<file path="config.mk">
export PLATFORM = sky130hd
export DESIGN_NAME = dsco_top
export DESIGN_NICKNAME = d
export VERILOG_FILES = /design/src/design/dsco_pkg.sv /design/src/design/dsco_link_if.sv /design/src/design/dsco_top.sv /design/src/design/dsco_pin_watch.sv /design/src/design/dsco_ms_timer.sv
export VERILOG_INCLUDE_DIRS = /design/src /design/src/design
export SDC_FILE = /design/constraint.sdc
export NUM_CORES = 1
export LEC_CHECK = 0
export ABC_AREA = 0
export BUFFER_PORTS_ARGS = -buffer_cell sky130_fd_sc_hd__clkbuf_2
export CORE_ASPECT_RATIO = 0.75
export CORE_MARGIN = 5
export CORE_UTILIZATION = 39
export CTS_CLUSTER_DIAMETER = 30
export DETAILED_ROUTE_END_ITERATION = 10
export GPL_ROUTABILITY_DRIVEN = 0
export HOLD_SLACK_MARGIN = 0.03
export SLEW_MARGIN = 10
export SYNTH_ARGS = -nofsm -noshare
export SYNTH_HDL_FRONTEND = slang
export SYNTH_HIERARCHICAL = 1
export SYNTH_SLANG_ARGS = --single-unit
</file>
<file path="constraint.sdc">
create_clock -name ref_clk_in -period 5.17 [get_ports ref_clk_in]
set_clock_uncertainty 0.15 [all_clocks]
set_input_delay 0.2585 -clock ref_clk_in [delete_from_list [all_inputs] [get_ports ref_clk_in]]
set_output_delay 0.2585 -clock ref_clk_in [all_outputs]
set_load 0.01 [all_outputs]
</file>
<file path="src/design/dsco_defines.svh">
// Offsets, field positions, reset values and timing counts for the DIO sample/change block
// Included by the top module of the block only; definitions only
`ifndef DSCO_DEFINES_SVH
`define DSCO_DEFINES_SVH
`define DSCO_OFF_BIA_LO 8'h00
`define DSCO_OFF_BIA_HI 8'h04
`define DSCO_OFF_BIA_MODE 8'h08
`define DSCO_OFF_CHG_MASK 8'h0C
`define DSCO_OFF_OUT_LEVEL 8'h10
`define DSCO_OFF_OUT_DIR 8'h14
`define DSCO_OFF_INTERVAL 8'h18
`define DSCO_OFF_SPR 8'h1C
`define DSCO_OFF_PIN_STATE 8'h20
`define DSCO_OFF_IRQ_STAT 8'h24
`define DSCO_OFF_IRQ_MASK 8'h28
`define DSCO_OFF_QUEUE 8'h2C
`define DSCO_OFF_ADC_EN 8'h30
`define DSCO_BIA_RST 64'hFFFF_FFFF_FFFF_FFFF
`define DSCO_BIA_SHORT_ANY 16'hFFFF
`define DSCO_CHG_MASK_RST 8'h00
`define DSCO_SPR_RST 8'h01
`define DSCO_INTERVAL_RST 16'h0000
`define DSCO_QDEPTH 46
`define DSCO_IRQ_CHANGE 0
`define DSCO_IRQ_RX_APPLY 1
`define DSCO_IRQ_RX_REJECT 2
`define DSCO_IRQ_REPORT 3
`define DSCO_MS_NS 1000000
`define DSCO_CLK_NS 40
`define DSCO_CYC_PER_MS (`DSCO_MS_NS / `DSCO_CLK_NS)
`endif

</file>
<file path="src/design/dsco_pkg.sv">
// Types shared by the DIO sample/change block
// No assumptions beyond a SystemVerilog compiler
package dsco_pkg;
   typedef logic [17:0] dsco_word_t;
   typedef logic [7:0] dsco_byte_t;
   typedef enum logic [1:0] {DSCO_IDLE, DSCO_FLUSH, DSCO_CHG, DSCO_DRAIN} dsco_state_t;
endpackage

</file>
<file path="src/design/dsco_link_if.sv">
// Carrier between the core and its pin-watch and interval-timer helpers
// All members live on ref_clk_in
`timescale 1ns/1ps
interface dsco_link_if;
   logic ce;
   logic [7:0] pins;
   logic [7:0] mask;
   logic change;
   logic [15:0] interval;
   logic sample;
   modport core(output ce, mask, interval, input pins, change, sample);
   modport watch(input ce, mask, output pins, change);
   modport tmr(input ce, interval, output sample);
endinterface

</file>
<file path="src/design/dsco_top.sv">
// DIO sample/change service: register port, sample queue, reports, bound output updates
// Registers on a plain strobe port; rx and adc inputs come from logic on ref_clk_in
// Operation
// Received packets change outputs only when their source equals the bound address.
// Bound address is writable and readable as short 16-bit or long 64-bit.
// Bound address of all ones blocks every received packet from changing outputs.
// Short bound address of all ones accepts packets from any sender.
// Eight-bit change mask, bit n enables change watch on line n.
// Change mask resets to zero, every line unwatched.
// A change report carries digital line data only, no analog part.
// Queued samples are sent before a change report.
// Output-level bitmap drives each output line to its bit.
// With an interval set, enabled lines are sampled once per interval.
// Interval is a 16-bit count of milliseconds.
// Exact millisecond timing is not guaranteed when sending every sample.
// Software should avoid intervals needing transmissions faster than every 20 ms.
// A set number of samples is collected before one report goes out.
// Zero interval stops sampling; the interval timer restarts after each sample.
// Level bits of lines not set as outputs have no effect.
//
// Our own choices: strobed register access and the address map.
`timescale 1ns/1ps
`include "dsco_defines.svh"
module dsco_top
#(
   parameter int CYC_PER_MS = `DSCO_CYC_PER_MS
)
(
   // Clock, reset, enable
   input wire logic ref_clk_in,
   input wire logic rst_n_in,
   input wire logic clk_en_in,
   // Register port
   input wire logic [7:0] addr_in,
   input wire logic [31:0] wdata_in,
   input wire logic wr_in,
   input wire logic rd_in,
   output logic [31:0] rdata_out,
   // Digital lines
   input wire logic [7:0] dio_in,
   output logic [7:0] dio_out,
   output logic [7:0] dio_oe_out,
   // Analog sample word
   input wire logic [9:0] adc_in,
   // Received I/O packets
   input wire logic rx_valid_in,
   input wire logic rx_long_in,
   input wire logic [63:0] rx_src_in,
   input wire dsco_pkg::dsco_byte_t rx_levels_in,
   // Report stream
   output dsco_pkg::dsco_word_t rpt_word_out,
   output logic rpt_valid_out,
   output logic rpt_last_out,
   output logic rpt_dio_only_out,
   input wire logic rpt_ready_in,
   // Interrupt
   output logic irq_out
);
   import dsco_pkg::*;

   function automatic logic hit(input logic [7:0] a, input logic [7:0] off);
      hit = (a == off);
   endfunction

   dsco_link_if lk();
   dsco_pin_watch u_watch (.ref_clk_in(ref_clk_in), .rst_n_in(rst_n_in), .dio_in(dio_in), .lk(lk));
   dsco_ms_timer #(.CYC_PER_MS(CYC_PER_MS)) u_tmr (.ref_clk_in(ref_clk_in),
      .rst_n_in(rst_n_in), .lk(lk));

   logic [63:0] bia_reg;
   logic bia_long_reg;
   logic [7:0] chg_mask_reg;
   logic [7:0] lvl_reg;
   logic [7:0] dir_reg;
   logic [15:0] interval_reg;
   logic [7:0] spr_reg;
   logic adc_en_reg;
   logic [3:0] irq_stat_reg;
   logic [3:0] irq_mask_reg;
   logic [31:0] rdata_reg;
   logic irq_reg;
   logic [7:0] dio_reg;
   logic [7:0] oe_reg;
   dsco_word_t q_mem [0:`DSCO_QDEPTH-1];
   logic [5:0] q_cnt_reg;
   logic [5:0] rd_idx_reg;
   logic flush_pend_reg;
   logic chg_pend_reg;
   logic [7:0] chg_word_reg;
   dsco_state_t st_reg;
   dsco_word_t word_reg;
   logic valid_reg;
   logic last_reg;
   logic dio_only_reg;

   wire ce = clk_en_in;
   wire wr_lo = wr_in && hit(addr_in, `DSCO_OFF_BIA_LO);
   wire wr_hi = wr_in && hit(addr_in, `DSCO_OFF_BIA_HI);
   wire wr_mode = wr_in && hit(addr_in, `DSCO_OFF_BIA_MODE);
   wire wr_lvl = wr_in && hit(addr_in, `DSCO_OFF_OUT_LEVEL);
   wire wr_w1c = wr_in && hit(addr_in, `DSCO_OFF_IRQ_STAT);

   // Bound-address acceptance of received packets
   wire bia_blocked = bia_long_reg && (&bia_reg);
   wire bia_any = !bia_long_reg && (bia_reg[15:0] == `DSCO_BIA_SHORT_ANY);
   wire src_long_eq = rx_long_in && (rx_src_in == bia_reg);
   wire src_short_eq = !rx_long_in && (rx_src_in[15:0] == bia_reg[15:0]);
   wire src_match = bia_long_reg ? src_long_eq : src_short_eq;
   wire rx_accept = rx_valid_in && !bia_blocked && (bia_any || src_match);

   // Effective samples per report, kept within the queue depth
   wire [5:0] spr_eff = (spr_reg == 8'h00) ? 6'd1 :
      (spr_reg > 8'(`DSCO_QDEPTH)) ? 6'(`DSCO_QDEPTH) : spr_reg[5:0];
   wire [7:0] in_lines = lk.pins & ~dir_reg;
   wire [9:0] adc_part = adc_en_reg ? adc_in : 10'h000;
   // A pending change report also drops the sample, so nothing queued can trail the change word
   wire take = lk.sample && (st_reg == DSCO_IDLE) && !flush_pend_reg && !chg_pend_reg &&
      (q_cnt_reg < spr_eff);
   wire can_load = !valid_reg || rpt_ready_in;
   wire rpt_done = valid_reg && rpt_ready_in && last_reg;
   wire [3:0] ev = {rpt_done, rx_valid_in && !rx_accept, rx_accept, lk.change};
   wire [3:0] stat_next = (irq_stat_reg & ~(wr_w1c ? wdata_in[3:0] : 4'h0)) | ev;

   wire [31:0] rd_mux =
      hit(addr_in, `DSCO_OFF_BIA_LO) ? bia_reg[31:0] :
      hit(addr_in, `DSCO_OFF_BIA_HI) ? bia_reg[63:32] :
      hit(addr_in, `DSCO_OFF_BIA_MODE) ? {31'h0, bia_long_reg} :
      hit(addr_in, `DSCO_OFF_CHG_MASK) ? {24'h0, chg_mask_reg} :
      hit(addr_in, `DSCO_OFF_OUT_LEVEL) ? {24'h0, lvl_reg} :
      hit(addr_in, `DSCO_OFF_OUT_DIR) ? {24'h0, dir_reg} :
      hit(addr_in, `DSCO_OFF_INTERVAL) ? {16'h0, interval_reg} :
      hit(addr_in, `DSCO_OFF_SPR) ? {24'h0, spr_reg} :
      hit(addr_in, `DSCO_OFF_PIN_STATE) ? {24'h0, lk.pins} :
      hit(addr_in, `DSCO_OFF_IRQ_STAT) ? {28'h0, irq_stat_reg} :
      hit(addr_in, `DSCO_OFF_IRQ_MASK) ? {28'h0, irq_mask_reg} :
      hit(addr_in, `DSCO_OFF_QUEUE) ? {16'h0, 6'h0, st_reg, 2'h0, q_cnt_reg} :
      hit(addr_in, `DSCO_OFF_ADC_EN) ? {31'h0, adc_en_reg} : 32'h0000_0000;

   assign lk.ce = ce;
   assign lk.mask = chg_mask_reg;
   assign lk.interval = interval_reg;

   always_ff @(posedge ref_clk_in)
   begin
      if (!rst_n_in)
      begin
         bia_reg <= `DSCO_BIA_RST;
         bia_long_reg <= 1'b1;
      end
      else if (ce)
      begin
         if (wr_lo)
            bia_reg[31:0] <= wdata_in;
         if (wr_hi)
            bia_reg[63:32] <= wdata_in;
         if (wr_mode)
            bia_long_reg <= wdata_in[0];
      end
   end

   always_ff @(posedge ref_clk_in)
   begin
      if (!rst_n_in)
      begin
         chg_mask_reg <= `DSCO_CHG_MASK_RST;
         dir_reg <= 8'h00;
         interval_reg <= `DSCO_INTERVAL_RST;
         spr_reg <= `DSCO_SPR_RST;
         irq_mask_reg <= 4'h0;
         adc_en_reg <= 1'b0;
      end
      else if (ce && wr_in)
      begin
         if (hit(addr_in, `DSCO_OFF_CHG_MASK))
            chg_mask_reg <= wdata_in[7:0];
         if (hit(addr_in, `DSCO_OFF_OUT_DIR))
            dir_reg <= wdata_in[7:0];
         if (hit(addr_in, `DSCO_OFF_INTERVAL))
            interval_reg <= wdata_in[15:0];
         if (hit(addr_in, `DSCO_OFF_SPR))
            spr_reg <= wdata_in[7:0];
         if (hit(addr_in, `DSCO_OFF_IRQ_MASK))
            irq_mask_reg <= wdata_in[3:0];
         if (hit(addr_in, `DSCO_OFF_ADC_EN))
            adc_en_reg <= wdata_in[0];
      end
   end

   // A software write wins over a packet arriving in the same cycle
   always_ff @(posedge ref_clk_in)
   begin
      if (!rst_n_in)
         lvl_reg <= 8'h00;
      else if (ce && wr_lvl)
         lvl_reg <= wdata_in[7:0];
      else if (ce && rx_accept)
         lvl_reg <= rx_levels_in;
   end

   always_ff @(posedge ref_clk_in)
   begin
      if (!rst_n_in)
      begin
         dio_reg <= 8'h00;
         oe_reg <= 8'h00;
      end
      else if (ce)
      begin
         dio_reg <= lvl_reg & dir_reg;
         oe_reg <= dir_reg;
      end
   end

   always_ff @(posedge ref_clk_in)
   begin
      if (!rst_n_in)
      begin
         irq_stat_reg <= 4'h0;
         irq_reg <= 1'b0;
         rdata_reg <= 32'h0000_0000;
      end
      else if (ce)
      begin
         irq_stat_reg <= stat_next;
         irq_reg <= |(stat_next & irq_mask_reg);
         rdata_reg <= rd_in ? rd_mux : 32'h0000_0000;
      end
   end

   // Queue memory; a sample that arrives while a report is in flight is dropped
   always_ff @(posedge ref_clk_in)
   begin
      if (ce && take)
         q_mem[q_cnt_reg] <= {adc_part, in_lines};
   end

   // Change requests: a new change in the cycle the pending one is taken wins
   always_ff @(posedge ref_clk_in)
   begin
      if (!rst_n_in)
      begin
         chg_pend_reg <= 1'b0;
         chg_word_reg <= 8'h00;
      end
      else if (ce)
      begin
         if (lk.change)
         begin
            chg_pend_reg <= 1'b1;
            chg_word_reg <= lk.pins;
         end
         else if (st_reg == DSCO_CHG)
            chg_pend_reg <= 1'b0;
      end
   end

   always_ff @(posedge ref_clk_in)
   begin
      if (!rst_n_in)
      begin
         st_reg <= DSCO_IDLE;
         q_cnt_reg <= 6'd0;
         rd_idx_reg <= 6'd0;
         flush_pend_reg <= 1'b0;
         word_reg <= '0;
         valid_reg <= 1'b0;
         last_reg <= 1'b0;
         dio_only_reg <= 1'b0;
      end
      else if (ce)
      begin
         unique case (st_reg)
            DSCO_IDLE:
            begin
               rd_idx_reg <= 6'd0;
               if (take)
               begin
                  q_cnt_reg <= q_cnt_reg + 6'd1;
                  flush_pend_reg <= (q_cnt_reg + 6'd1 == spr_eff);
               end
               if (flush_pend_reg || (chg_pend_reg && q_cnt_reg != 6'd0))
                  st_reg <= DSCO_FLUSH;
               else if (chg_pend_reg)
                  st_reg <= DSCO_CHG;
            end
            DSCO_FLUSH:
            begin
               if (can_load && rd_idx_reg < q_cnt_reg)
               begin
                  word_reg <= q_mem[rd_idx_reg];
                  valid_reg <= 1'b1;
                  last_reg <= (rd_idx_reg + 6'd1 == q_cnt_reg);
                  dio_only_reg <= 1'b0;
                  rd_idx_reg <= rd_idx_reg + 6'd1;
               end
               else if (can_load)
               begin
                  valid_reg <= 1'b0;
                  q_cnt_reg <= 6'd0;
                  flush_pend_reg <= 1'b0;
                  st_reg <= chg_pend_reg ? DSCO_CHG : DSCO_IDLE;
               end
            end
            DSCO_CHG:
            begin
               word_reg <= {10'h000, chg_word_reg};
               valid_reg <= 1'b1;
               last_reg <= 1'b1;
               dio_only_reg <= 1'b1;
               st_reg <= DSCO_DRAIN;
            end
            DSCO_DRAIN:
            begin
               if (rpt_ready_in)
               begin
                  valid_reg <= 1'b0;
                  st_reg <= DSCO_IDLE;
               end
            end
         endcase
      end
   end

   assign rdata_out = rdata_reg;
   assign irq_out = irq_reg;
   assign dio_out = dio_reg;
   assign dio_oe_out = oe_reg;
   assign rpt_word_out = word_reg;
   assign rpt_valid_out = valid_reg;
   assign rpt_last_out = last_reg;
   assign rpt_dio_only_out = dio_only_reg;
endmodule

</file>
<file path="src/design/dsco_pin_watch.sv">
// Synchronises the eight digital lines and flags a change on any monitored line
// Lines are asynchronous pins; mask comes from the core on the same clock
`timescale 1ns/1ps
module dsco_pin_watch
(
   // Clock and reset
   input wire logic ref_clk_in,
   input wire logic rst_n_in,
   // Pins and core link
   input wire logic [7:0] dio_in,
   dsco_link_if.watch lk
);
   logic [7:0] meta_reg;
   logic [7:0] sync_reg;
   logic [7:0] prev_reg;
   logic change_reg;
   wire [7:0] diff = (sync_reg ^ prev_reg) & lk.mask;

   genvar i;
   generate
      for (i = 0; i < 8; i = i + 1)
      begin : g_line
         always_ff @(posedge ref_clk_in)
         begin
            if (!rst_n_in)
            begin
               meta_reg[i] <= 1'b0;
               sync_reg[i] <= 1'b0;
               prev_reg[i] <= 1'b0;
            end
            else if (lk.ce)
            begin
               meta_reg[i] <= dio_in[i];
               sync_reg[i] <= meta_reg[i];
               prev_reg[i] <= sync_reg[i];
            end
         end
      end
   endgenerate

   always_ff @(posedge ref_clk_in)
   begin
      if (!rst_n_in)
         change_reg <= 1'b0;
      else if (lk.ce)
         change_reg <= |diff;
   end

   assign lk.pins = sync_reg;
   assign lk.change = change_reg;
endmodule

</file>
<file path="src/design/dsco_ms_timer.sv">
// Millisecond prescaler and sample-interval counter
// The interval value is held in the core; a zero interval stops sampling
`timescale 1ns/1ps
module dsco_ms_timer
#(
   parameter int CYC_PER_MS = 25000
)
(
   // Clock and reset
   input wire logic ref_clk_in,
   input wire logic rst_n_in,
   // Core link
   dsco_link_if.tmr lk
);
   localparam int PW = $clog2(CYC_PER_MS);
   logic [PW-1:0] pre_reg;
   logic [15:0] ms_reg;
   logic sample_reg;
   wire ms_tick = (pre_reg == PW'(CYC_PER_MS - 1));
   wire due = (ms_reg + 16'h0001 >= lk.interval);

   always_ff @(posedge ref_clk_in)
   begin
      if (!rst_n_in)
         pre_reg <= '0;
      else if (lk.ce)
         pre_reg <= ms_tick ? '0 : pre_reg + 1'b1;
   end

   always_ff @(posedge ref_clk_in)
   begin
      if (!rst_n_in)
      begin
         ms_reg <= 16'h0000;
         sample_reg <= 1'b0;
      end
      else if (lk.ce)
      begin
         sample_reg <= 1'b0;
         if (lk.interval == 16'h0000)
            ms_reg <= 16'h0000;
         else if (ms_tick && due)
         begin
            ms_reg <= 16'h0000;
            sample_reg <= 1'b1;
         end
         else if (ms_tick)
            ms_reg <= ms_reg + 16'h0001;
      end
   end

   assign lk.sample = sample_reg;
endmodule

</file>
# Word-level counts from Yosys, hierarchy flattened
# Memory sizes are Yosys's and may differ from the RTL's. A register that Yosys moved wholly into a read port is not among the register bits.
# Cells that the tools add are included.
# totals
reg_bits	273
ramBits	828
memories	1
# op_classes
n_addsub	4
order_cmp	4
eq_ne	28
muxes	59
bitwise	9
n_reduce_logical	66
# mem_list
name	depth	width	read_ports	rd_ports_with_merged_regs	write_ports	line	source
q_mem	46	18	1	1	1	dsco_top.sv:84	dsco_word_t q_mem [0:`DSCO_QDEPTH-1];
# op_table
operator	count
$mux W16	8
$mux W32	3
$eq A64 B64 Y1	1
$reduce_and A64 Y1	1
$mux W10	6
$mux W6	8
$eq A8 B6 Y1 const B	5
$pmux W18 S2	1
$eq A8 B5 Y1 const B	4
$logic_and A1 B1 Y1	25
$and A8 B8 Y8	3
$pmux W6 S2	2
$reduce_and A2 Y1	12
$mux W18	1
$add A16 B1 Y16 const B	1
$eq A16 B16 Y1	1
$eq A16 B16 Y1 const B	1
$eq A8 B4 Y1 const B	2
$ge A16 B16 Y1	1
$logic_not A16 Y1	1
$logic_not A8 Y1	2
$mux W8	2
$add A15 B1 Y15 const B	1
$eq A15 B15 Y1 const B	1
other kinds (33)	77

# Logic depth before layout (Yosys ltp)
# Gate-level depths: netlist of run 1.
# depth
depth_word	15
depth_mapped	14

# Cells and area by module
# Netlist of run 1, hierarchy kept.
# modules_own_cells
mod	n_inst	cells_each	area_per_inst_um2	seq_area_each_um2
dsco_top	1	2630	42190.5	29308.1
dsco_ms_timer	1	257	2087.0	640.6
dsco_pin_watch	1	93	1037.2	500.5

# Worst setup path before layout of run 1
# Ideal clock, no wire load.
# synth_path
path_type	register -> register
from	register spr_reg[7]
to	memory q_mem[37][0] (netlist name), enable pin
arrival_time_ns	4.055
required_time_ns	4.581
slack_ns	0.526
path_stages_with_launch	11
n_path_buf	1
cell_sequence	dfxtp_1 > or2_2 > a211oi_1 > ha_1 > nor2b_1 > o21a_1 > o21ai_0 > a21oi_1 > or2_2 > clkbuf_1 > nor4_1
# synth_via
elab_chain_cells	8
# synth_lines
element	line	source
start, declared	dsco_top.sv:76	logic [7:0] spr_reg;
start signal, assigned	dsco_top.sv:168	spr_reg <= `DSCO_SPR_RST;
start signal, assigned	dsco_top.sv:181	spr_reg <= wdata_in[7:0];
$gt A8 B6 Y1	dsco_top.sv:113	(spr_reg > 8'(`DSCO_QDEPTH)) ? 6'(`DSCO_QDEPTH) : spr_reg[5:0];
$mux W6	dsco_top.sv:113	
$mux W6 (*)	dsco_top.sv:112	wire [5:0] spr_eff = (spr_reg == 8'h00) ? 6'd1 :
$lt A6 B6 Y1 (*)	dsco_top.sv:118	(q_cnt_reg < spr_eff);
$logic_and A1 B1 Y1 (*)	dsco_top.sv:117	wire take = lk.sample && (st_reg == DSCO_IDLE) && !flush_pend_reg && !chg_pend_reg &&
$logic_and A1 B1 Y1 (*)	dsco_top.sv:233	if (ce && take)
$mux W1 (*)	dsco_top.sv:233	
$mux W1 (implied by the code) (*)	dsco_top.sv:234	q_mem[q_cnt_reg] <= {adc_part, in_lines};
end, declared	dsco_top.sv:84	
# Mark *: on every way between the ends. The rest lies on a longest branch, timed or not.

# Final worst setup path of run 1
# layout_path
from	register u_tmr.ms_reg[2]
to	register u_tmr.ms_reg[3]
# layout_via
elab_chain_cells	5
# layout_lines
element	line	source
start, declared	dsco_ms_timer.sv:17	logic [15:0] ms_reg;
start signal, assigned	dsco_ms_timer.sv:48	ms_reg <= ms_reg + 16'h0001;
$add A16 B1 Y16 (*)	dsco_ms_timer.sv:20, dsco_ms_timer.sv:48	
$ge A16 B16 Y1	dsco_ms_timer.sv:20	wire due = (ms_reg + 16'h0001 >= lk.interval);
$logic_and A1 B1 Y1	dsco_ms_timer.sv:42	else if (ms_tick && due)
$reduce_bool A3 Y1 (no source line) / $mux W16 (equally long branches)	--	
$reduce_and A2 Y1 (no source line) / $mux W16 (equally long branches)	--	
# Mark *: on every way between the ends. The rest lies on a longest branch, timed or not. The select of a mux whose other input is x is not followed.
# A chain may end at the register's enable or synchronous reset.

==> results of run 1 <==
worst paths after layout:
kind                                startpoint                            to  slack (ns)  cells past startpoint
setup / recovery  u_tmr/ms_reg[2]$_SDFFE_PN0P_  u_tmr/ms_reg[3]$_SDFFE_PN0P_        1.24                     10
hold / removal                       adc_in[0]        q_mem[36][8]$_DFFE_PP_        0.13                      3
setup reg to reg  u_tmr/ms_reg[2]$_SDFFE_PN0P_  u_tmr/ms_reg[3]$_SDFFE_PN0P_        1.24                     10
hold reg to reg      rdata_out[4]$_SDFFE_PN0P_     rdata_out[4]$_SDFFE_PN0P_        0.30                      2
worst max-delay path, stage by stage, from the launching register on:
cell and delay, ns:
dfxtp_1 0.43, nand3_1 0.14, or4b_2 0.77, o21a_1 0.23, or2_2 0.30, ha_1 0.31, nand4_1 0.14, nor4_1 0.37
a32oi_1 0.43, and3_4 0.36, a22o_1 0.18
cell usage in the layout, fill, tap and decap left out, drive strengths merged, types with 23 or more instances in the layout:
cell type / count
a21oi: 149
a22oi: 35
and2: 28
buf: 100
bufinv: 29
clkbuf: 400
clkinv: 49
dfxtp: 279
dlygate4sd3: 86
edfxtp: 828
ha: 33
inv: 75
mux2i: 45
mux4: 253
nand2: 329
nand3: 105
nand4: 46
nor2: 181
nor2b: 48
nor4: 30
o21ai: 50
o22ai: 23
xnor2: 67
xor2: 35
layout make-up:
type,count,area [um2]
diodes,1,2.50
well taps,1540,1930
inverters,52,198
multi-input cells,1661,14200
clock buffers,195,4510
repair buffers,391,2730
fillers,9812,60000
clock inverters,120,1600
flip-flops and latches,1107,30500
where the power goes:
group          total [mW]  internal (mW)  switching, mW
Combinational       0.361          0.138          0.223
Sequential           9.50           9.48         0.0245
Clock                12.1           7.79           4.27
Total                21.9           17.4           4.52
logic make-up after synthesis:
logic type / count (synthesis)
and+or+nand+nor: 841
AOI/OAI and AO/OA: 369
adders and majority gates: 33
buffers and inverters: 212
muxes: 316
DFF: 1107
xor gates and xnor gates: 102
metrics by stage:
| step | std cells | hold WS (ns) | setup WS, ns |
|---|---|---|---|
| floorplan | 2980 | 0.226 | 0.526 |
| global route | 5067 | 0.126 | 0.955 |
| detailed placement | 4665 | 0.295 | 1.30 |
| global placement | 4665 | 0.289 | 1.31 |
| finish | 5067 | 0.129 | 1.24 |
| CTS | 5066 | 0.0753 | 1.28 |
per-layer routing:
layer	vias up	routed length [um]	GRT usage (%)
li1	12394	-	-
met1	14488	56600	30.3
met2	1219	56200	29.5
met3	182	10900	4.83
met4	0	2720	5.80
met5	-	0	0
cell usage after synthesis (10+ instances only):
master    number
mux2i_1       45
or2_2         15
mux2_2        18
inv_1         50
dfxtp_1      279
mux4_2       253
a21oi_1      149
o21a_1        12
nor3_1        19
a22oi_1       35
xnor2_1       67
a31oi_1       12
nor4_1        28
buf_2         24
nor2_1       181
xor2_1        35
clkbuf_1     110
nand2_1      329
nand4_1       46
and2_1        26
nand3_1      105
nor2b_1       48
o21ai_0       48
buf_4         13
o22ai_1       23
a222oi_1      10
edfxtp_1     828
ha_1          33
a211oi_1      20
==> summary.txt, run 1 <==
Timing
  • Final setup vio count: 0
  • Max Fclk: approximately 250 MHz
  • Worst slew pin tran: about 1.3 ns
  • Setup TNS: 0 ns
  • RSZ-0062 raised after global routing: false
  • Period utilisation layout: 76.1%
  • Fin. Hold Viols: 0
  • Max-slew violations: 0
  • Fin crit period: between 3 and 4 ns
  • Slew HR: between 10 and 15%

CTS
  • Max H-tree Level: 4
  • Clock slew at reported path FFs: about 0.06 ns
  • Clock Sink Count: between 1000 and 1500
  • Hold_buf cts: 86
  • Post-CTS repair timing setup buffer count: 0
  • CTS tree: built
  • Maximum clock insertion buffer count: 3
  • Post-CTS sizing: 0
  • Clk Latency, worst-skew pair: ~0.75 ns
  • CTS Buf Count: roughly 170
  • Root Driver: clkbuf_16

Yosys
  • Flop and latch count out of synthesis: around 1100
  • Top-area cell type share of the netlist area: a little over half
  • Count of different cell masters after synthesis: 74
  • Synth Area in XOR/XNOR: 1.97%
  • Post-Syn Nets: between 3000 and 4000
  • Largest cells by area after synthesis: edfxtp_1 55%, mux4_2 13%, dfxtp_1 12%, nand2_1 2.7%, a21oi_1 1.6%
  • Combinational family with the most area after synthesis: multiplexers
  • Async S/R FF share, synth: 0%
  • Multiplexer area fraction after synthesis: between 10% and 20%
  • Synth Instances: around 3000
  • Post-Syn Area: 45300 um2
  • Yosys warns: 6
  • Register area share after synthesis: 67.2%
  • Simple-gate share of the synthesized area: 8.69%
  • Post-synthesis compound-gate area fraction: between 5 and 6%
  • Average footprint of a synthesized cell: roughly 15 um2
  • Synth Area in Adders: less than 1%
  • Number of synthesized flops with an enable pin: 828
  • Main synth FF type: edfxtp_1
  • Synth area leader: edfxtp_1

Cells and area
  • Layout cells sized above 1: 27.3%
  • Nets: 3555
  • Final Util: between 40% and 50%
  • Design Area, Final: around 56000 um2
  • Area Growth Syn to Fin: 22.7%
  • Max reg flops: about 830

Routing
  • WL per Instance: approximately 25 um
  • WL final: around 130000 um
  • Post-route ant nets: 0
  • Vias: about 28000
  • Vias per Instance: 5.58
  • Initial DRT Pass Iterations: 6
  • # DRC: 0
  • DR iter-0 viols: around 3000

Power and ir drop
  • PwrDens: ~400 nW/um2
  • Worst VDD drop: 0.322 mV
  • Leak Pwr: 19.4 nW
  • Pwr Total: about 22 mW

Floorplanning
  • Die Ht: 305 um
  • Die area: about 120000 um2
  • Die X: a little over 400 um
  • Initial Utilization: slightly below 40%
  • Number of I/O pins: roughly 210
  • Core area: 116000 um2
  • Number of core rows: about 110

Setup path
  • Critical Path RT: 5.64 ns
  • WP data arrival: approximately 4.4 ns
  • CP endpoint kind: flop
  • Max FO, Critical Path: 10
  • Worst setup path class: reg -> reg
  • CP startpoint kind: flop

Placed design
  • Placed instance area: ~50000 um2
  • Detailed placement HPWL: slightly above 80000 um
  • Port Buffer Count: approximately 210

GRT
  • All-Layer GR Usage: a little over 20%
  • Number of global-route vias before repair: roughly 28000
  • Initial antenna violation count: 4
  • GRT Residual Overflow: 0
  • Global-route wire length before repair: approximately 190000 um
  • Largest net degree at the start of global routing: 75

Run status
  • Status: finished clean

Job
  • Max cap viols: 0

Min path
  • Min-Delay Path Class: in -> reg
Note: power is estimated with default switching activity, not from simulation.
==> inputs of run 2 (changes only) <==
==> constraint.sdc (replaced) <==
create_clock -name ref_clk_in -period 3.5 [get_ports ref_clk_in]
set_clock_uncertainty 0.15 [all_clocks]
set_input_delay 0.175 -clock ref_clk_in [delete_from_list [all_inputs] [get_ports ref_clk_in]]
set_output_delay 0.175 -clock ref_clk_in [all_outputs]
set_load 0.01 [all_outputs]
==> summary.txt, run 2 (same netlist as run 1, synthesis figures left out) <==
Run status
  • Status: finished clean

Power and ir drop
  • Leak Pwr: 19.9 nW (+2.7%)
  • Combinational cell fraction of total power: 1.8% (+0.2 points)
  • NetSw: 6.93 mW (+53%)
  • Worst VDD drop: 0.515 mV (+60%)
  • PwrDens: 562 nW/um2 (+42%)
  • Clock network fraction of total power: 54.3% (-0.7 points)
  • Sequential power share: 43.9% (+0.6 points)
  • Int Pwr: 25.0 mW (+44%)
  • Switching power share of the total: 21.7% (+1.1 points)

Routing
  • WL per Instance: 25.1 um (+0.70%)
  • Vias per Instance: 5.58 (about the same)
  • WL final: 130000 um (+2.6%)
  • DR iter-0 viols: 3154 (+3.6%)
  • Vias: 28821 (+1.9%)
  • Post-route ant nets: 0 (unchanged)
  • Initial DRT Pass Iterations: 6 (unchanged)
  • # DRC: 0 (unchanged)

CTS
  • Root Driver: clkbuf_16
  • CTS tree: built
  • Maximum clock insertion buffer count: 3 (unchanged)
  • CTS Buf Count: 170 (-0.58%)
  • Max H-tree Level: 4 (unchanged)
  • Clock Sink Count: 1107 (unchanged)
  • Clock slew at reported path FFs: 0.05 ns (about the same)
  • Clk Latency, worst-skew pair: 0.78 ns (+0.03 ns)

Cells and area
  • Highest-count cells in the layout ignoring fill and taps: 828 x edfxtp_1, 329 x nand2_1, 275 x dfxtp_1, 253 x mux4_2, 205 x clkbuf_2
  • Nets: 3643 (+2.5%)
  • Final Util: 49.3% (+1.2 points)
  • Fillers: 9657 (-1.6%)
  • Combined area of the multi-input logic cells: 14200 um2 (+0.60%)
  • Area Growth Syn to Fin: 25.6%
  • Post-route insts no fill: 5161 (+1.9%)
  • Storage cell area: 30500 um2 (unchanged)
  • Most common cell after layout, fill and taps aside: edfxtp_1
  • Max reg flops: 828 (unchanged)
  • Layout cells sized above 1: 28.6% (+1.3 points)

Min path
  • Hold Crit Depth: 4 (+1)
  • Min-Delay Path Class: in -> reg

Job
  • Max cap viols: 0 (unchanged)

Setup path
  • WP data arrival: 3.63 ns (-0.78 ns)
  • CP max stage delay: 0.37 ns (-0.40 ns)
  • CP startpoint kind: flop
  • Critical Path Slowest Stage Cell: nor4_4
  • Max FO, Critical Path: 18 (+8)
  • WP depth: 11 (+1)
  • Critical Path RT: 3.82 ns (-1.82 ns)
  • Worst Path Buf+Inv: 2 (+2)
  • Worst setup path class: reg -> reg
  • CP dominant cell by count: or2_2
  • Critical-path cell list: or2_2 > a211oi_4 > ha_1 > nor2b_1 > o21a_1 > o21ai_1 > a21oi_2 > or2_2 > buf_4 > nor4_4 > buf_12
  • CP endpoint kind: flop
  • R2R cell count: 11 (+1)
  • Crit path max-delay family: simple AND/OR/NAND/NOR gates

Floorplanning
  • Core area: 116000 um2 (unchanged)
  • Die Ht: 305 um (unchanged)
  • Number of I/O pins: 208 (unchanged)
  • Initial Utilization: 39.2% (unchanged)
  • Number of core rows: 108 (unchanged)
  • Die X: 404 um (unchanged)
  • Die area: 123000 um2 (unchanged)

Timing
  • Fin. Hold Viols: 0 (unchanged)
  • Hold WS: 0.0794 ns (-0.0495 ns)
  • Max-slew violations: 0 (unchanged)
  • Slew HR: 26.8% (+12 points)
  • Worst slew pin tran: 1.10 ns (-0.182 ns)
  • Max Fclk: 303 MHz (+19%)
  • Fin crit period: 3.31 ns (-0.627 ns)
  • Final setup vio count: 0 (unchanged)
  • Period utilisation layout: 94.4% (+18 points)
  • RSZ-0062 raised after global routing: false

Placed design
  • Port Buffer Count: 207 (unchanged)
  • Detailed placement HPWL: 84800 um (+4.2%)
  • Post-Place Cells: 4728 (+1.4%)

GRT
  • Global-route wire length before repair: 191000 um (+2.2%)
  • GRT Residual Overflow: 0 (unchanged)
  • Initial antenna violation count: 1 (-3)
  • Number of global-route vias before repair: 28436 (+2.9%)
  • Largest net degree at the start of global routing: 94 (+25%)
  • All-Layer GR Usage: 20.8% (+0.53 points)
run 2: area by class of cell:
class	count	area share, %
flip-flops and latches	1107	53.5
inverters	52	0.347
well taps	1540	3.38
repair buffers	480	7.19
clock inverters	128	2.70
diodes	1	0.00440
clock buffers	192	7.86
multi-input cells	1661	25.0
run 2: what timing repair did:
action / 4_1_cts / 5_1_grt
gates resized for setup: 0 / 8
setup endpoints to repair: 0 / 335
hold endpoints to repair: 647 / 0
buffers inserted: 0 / 2
hold buffers: 110 / 0
run 2: tightest hold or removal path: cells and delay by family:
kind          cells  cell delay, ns
buf+inv           2            0.67
simple gates      2            0.12
run 2: power groups by stage:
| stage | Clock (mW) | Combinational [mW] | Sequential (mW) |
|---|---|---|---|
| final | 17.4 | 0.568 | 14.0 |
| after global routing | 18.3 | 0.600 | 14.0 |
| after CTS | 17.6 | 0.563 | 14.0 |
| after detailed placement | 0 | 0.472 | 14.3 |
| after global placement | 0 | 0.469 | 14.3 |
| after floorplan | 0 | 0.218 | 14.3 |
run 2: path summary, 6_finish.rpt:
path,slack [ns],endpoint,startpoint
max,0.19,q_mem[21][17]$_DFFE_PP_,spr_reg[7]$_SDFFE_PN0P_
min,0.08,bia_reg[45]$_SDFFE_PN1P_,wdata_in[13]
max reg2reg,0.19,q_mem[21][17]$_DFFE_PP_,spr_reg[7]$_SDFFE_PN0P_
min reg2reg,0.31,rpt_word_out[16]$_SDFFE_PN0P_,rpt_word_out[16]$_SDFFE_PN0P_
run 2: metal layers:
| layer | up-vias | track usage [%] | wire (um) |
|---|---|---|---|
| met5 | - | 0 | 0 |
| met4 | 0 | 5.87 | 3110 |
| met3 | 213 | 5.23 | 11200 |
| met2 | 1275 | 30.9 | 58300 |
| met1 | 14747 | 30.5 | 57000 |
| li1 | 12586 | - | - |
run 2: metrics by stage:
step           instance area [um2]  worst slack (ns)  power (mW)  setup TNS, ns
6_report                     56900             0.195        32.0              0
5_1_grt                      56900            0.0116        33.0              0
4_1_cts                      56900            0.0106        32.2              0
3_5_place_dp                 49800            0.0207        14.8              0
3_3_place_gp                 49800            0.0864        14.8              0
2_1_floorplan                45400            -0.180        14.5         -95.80
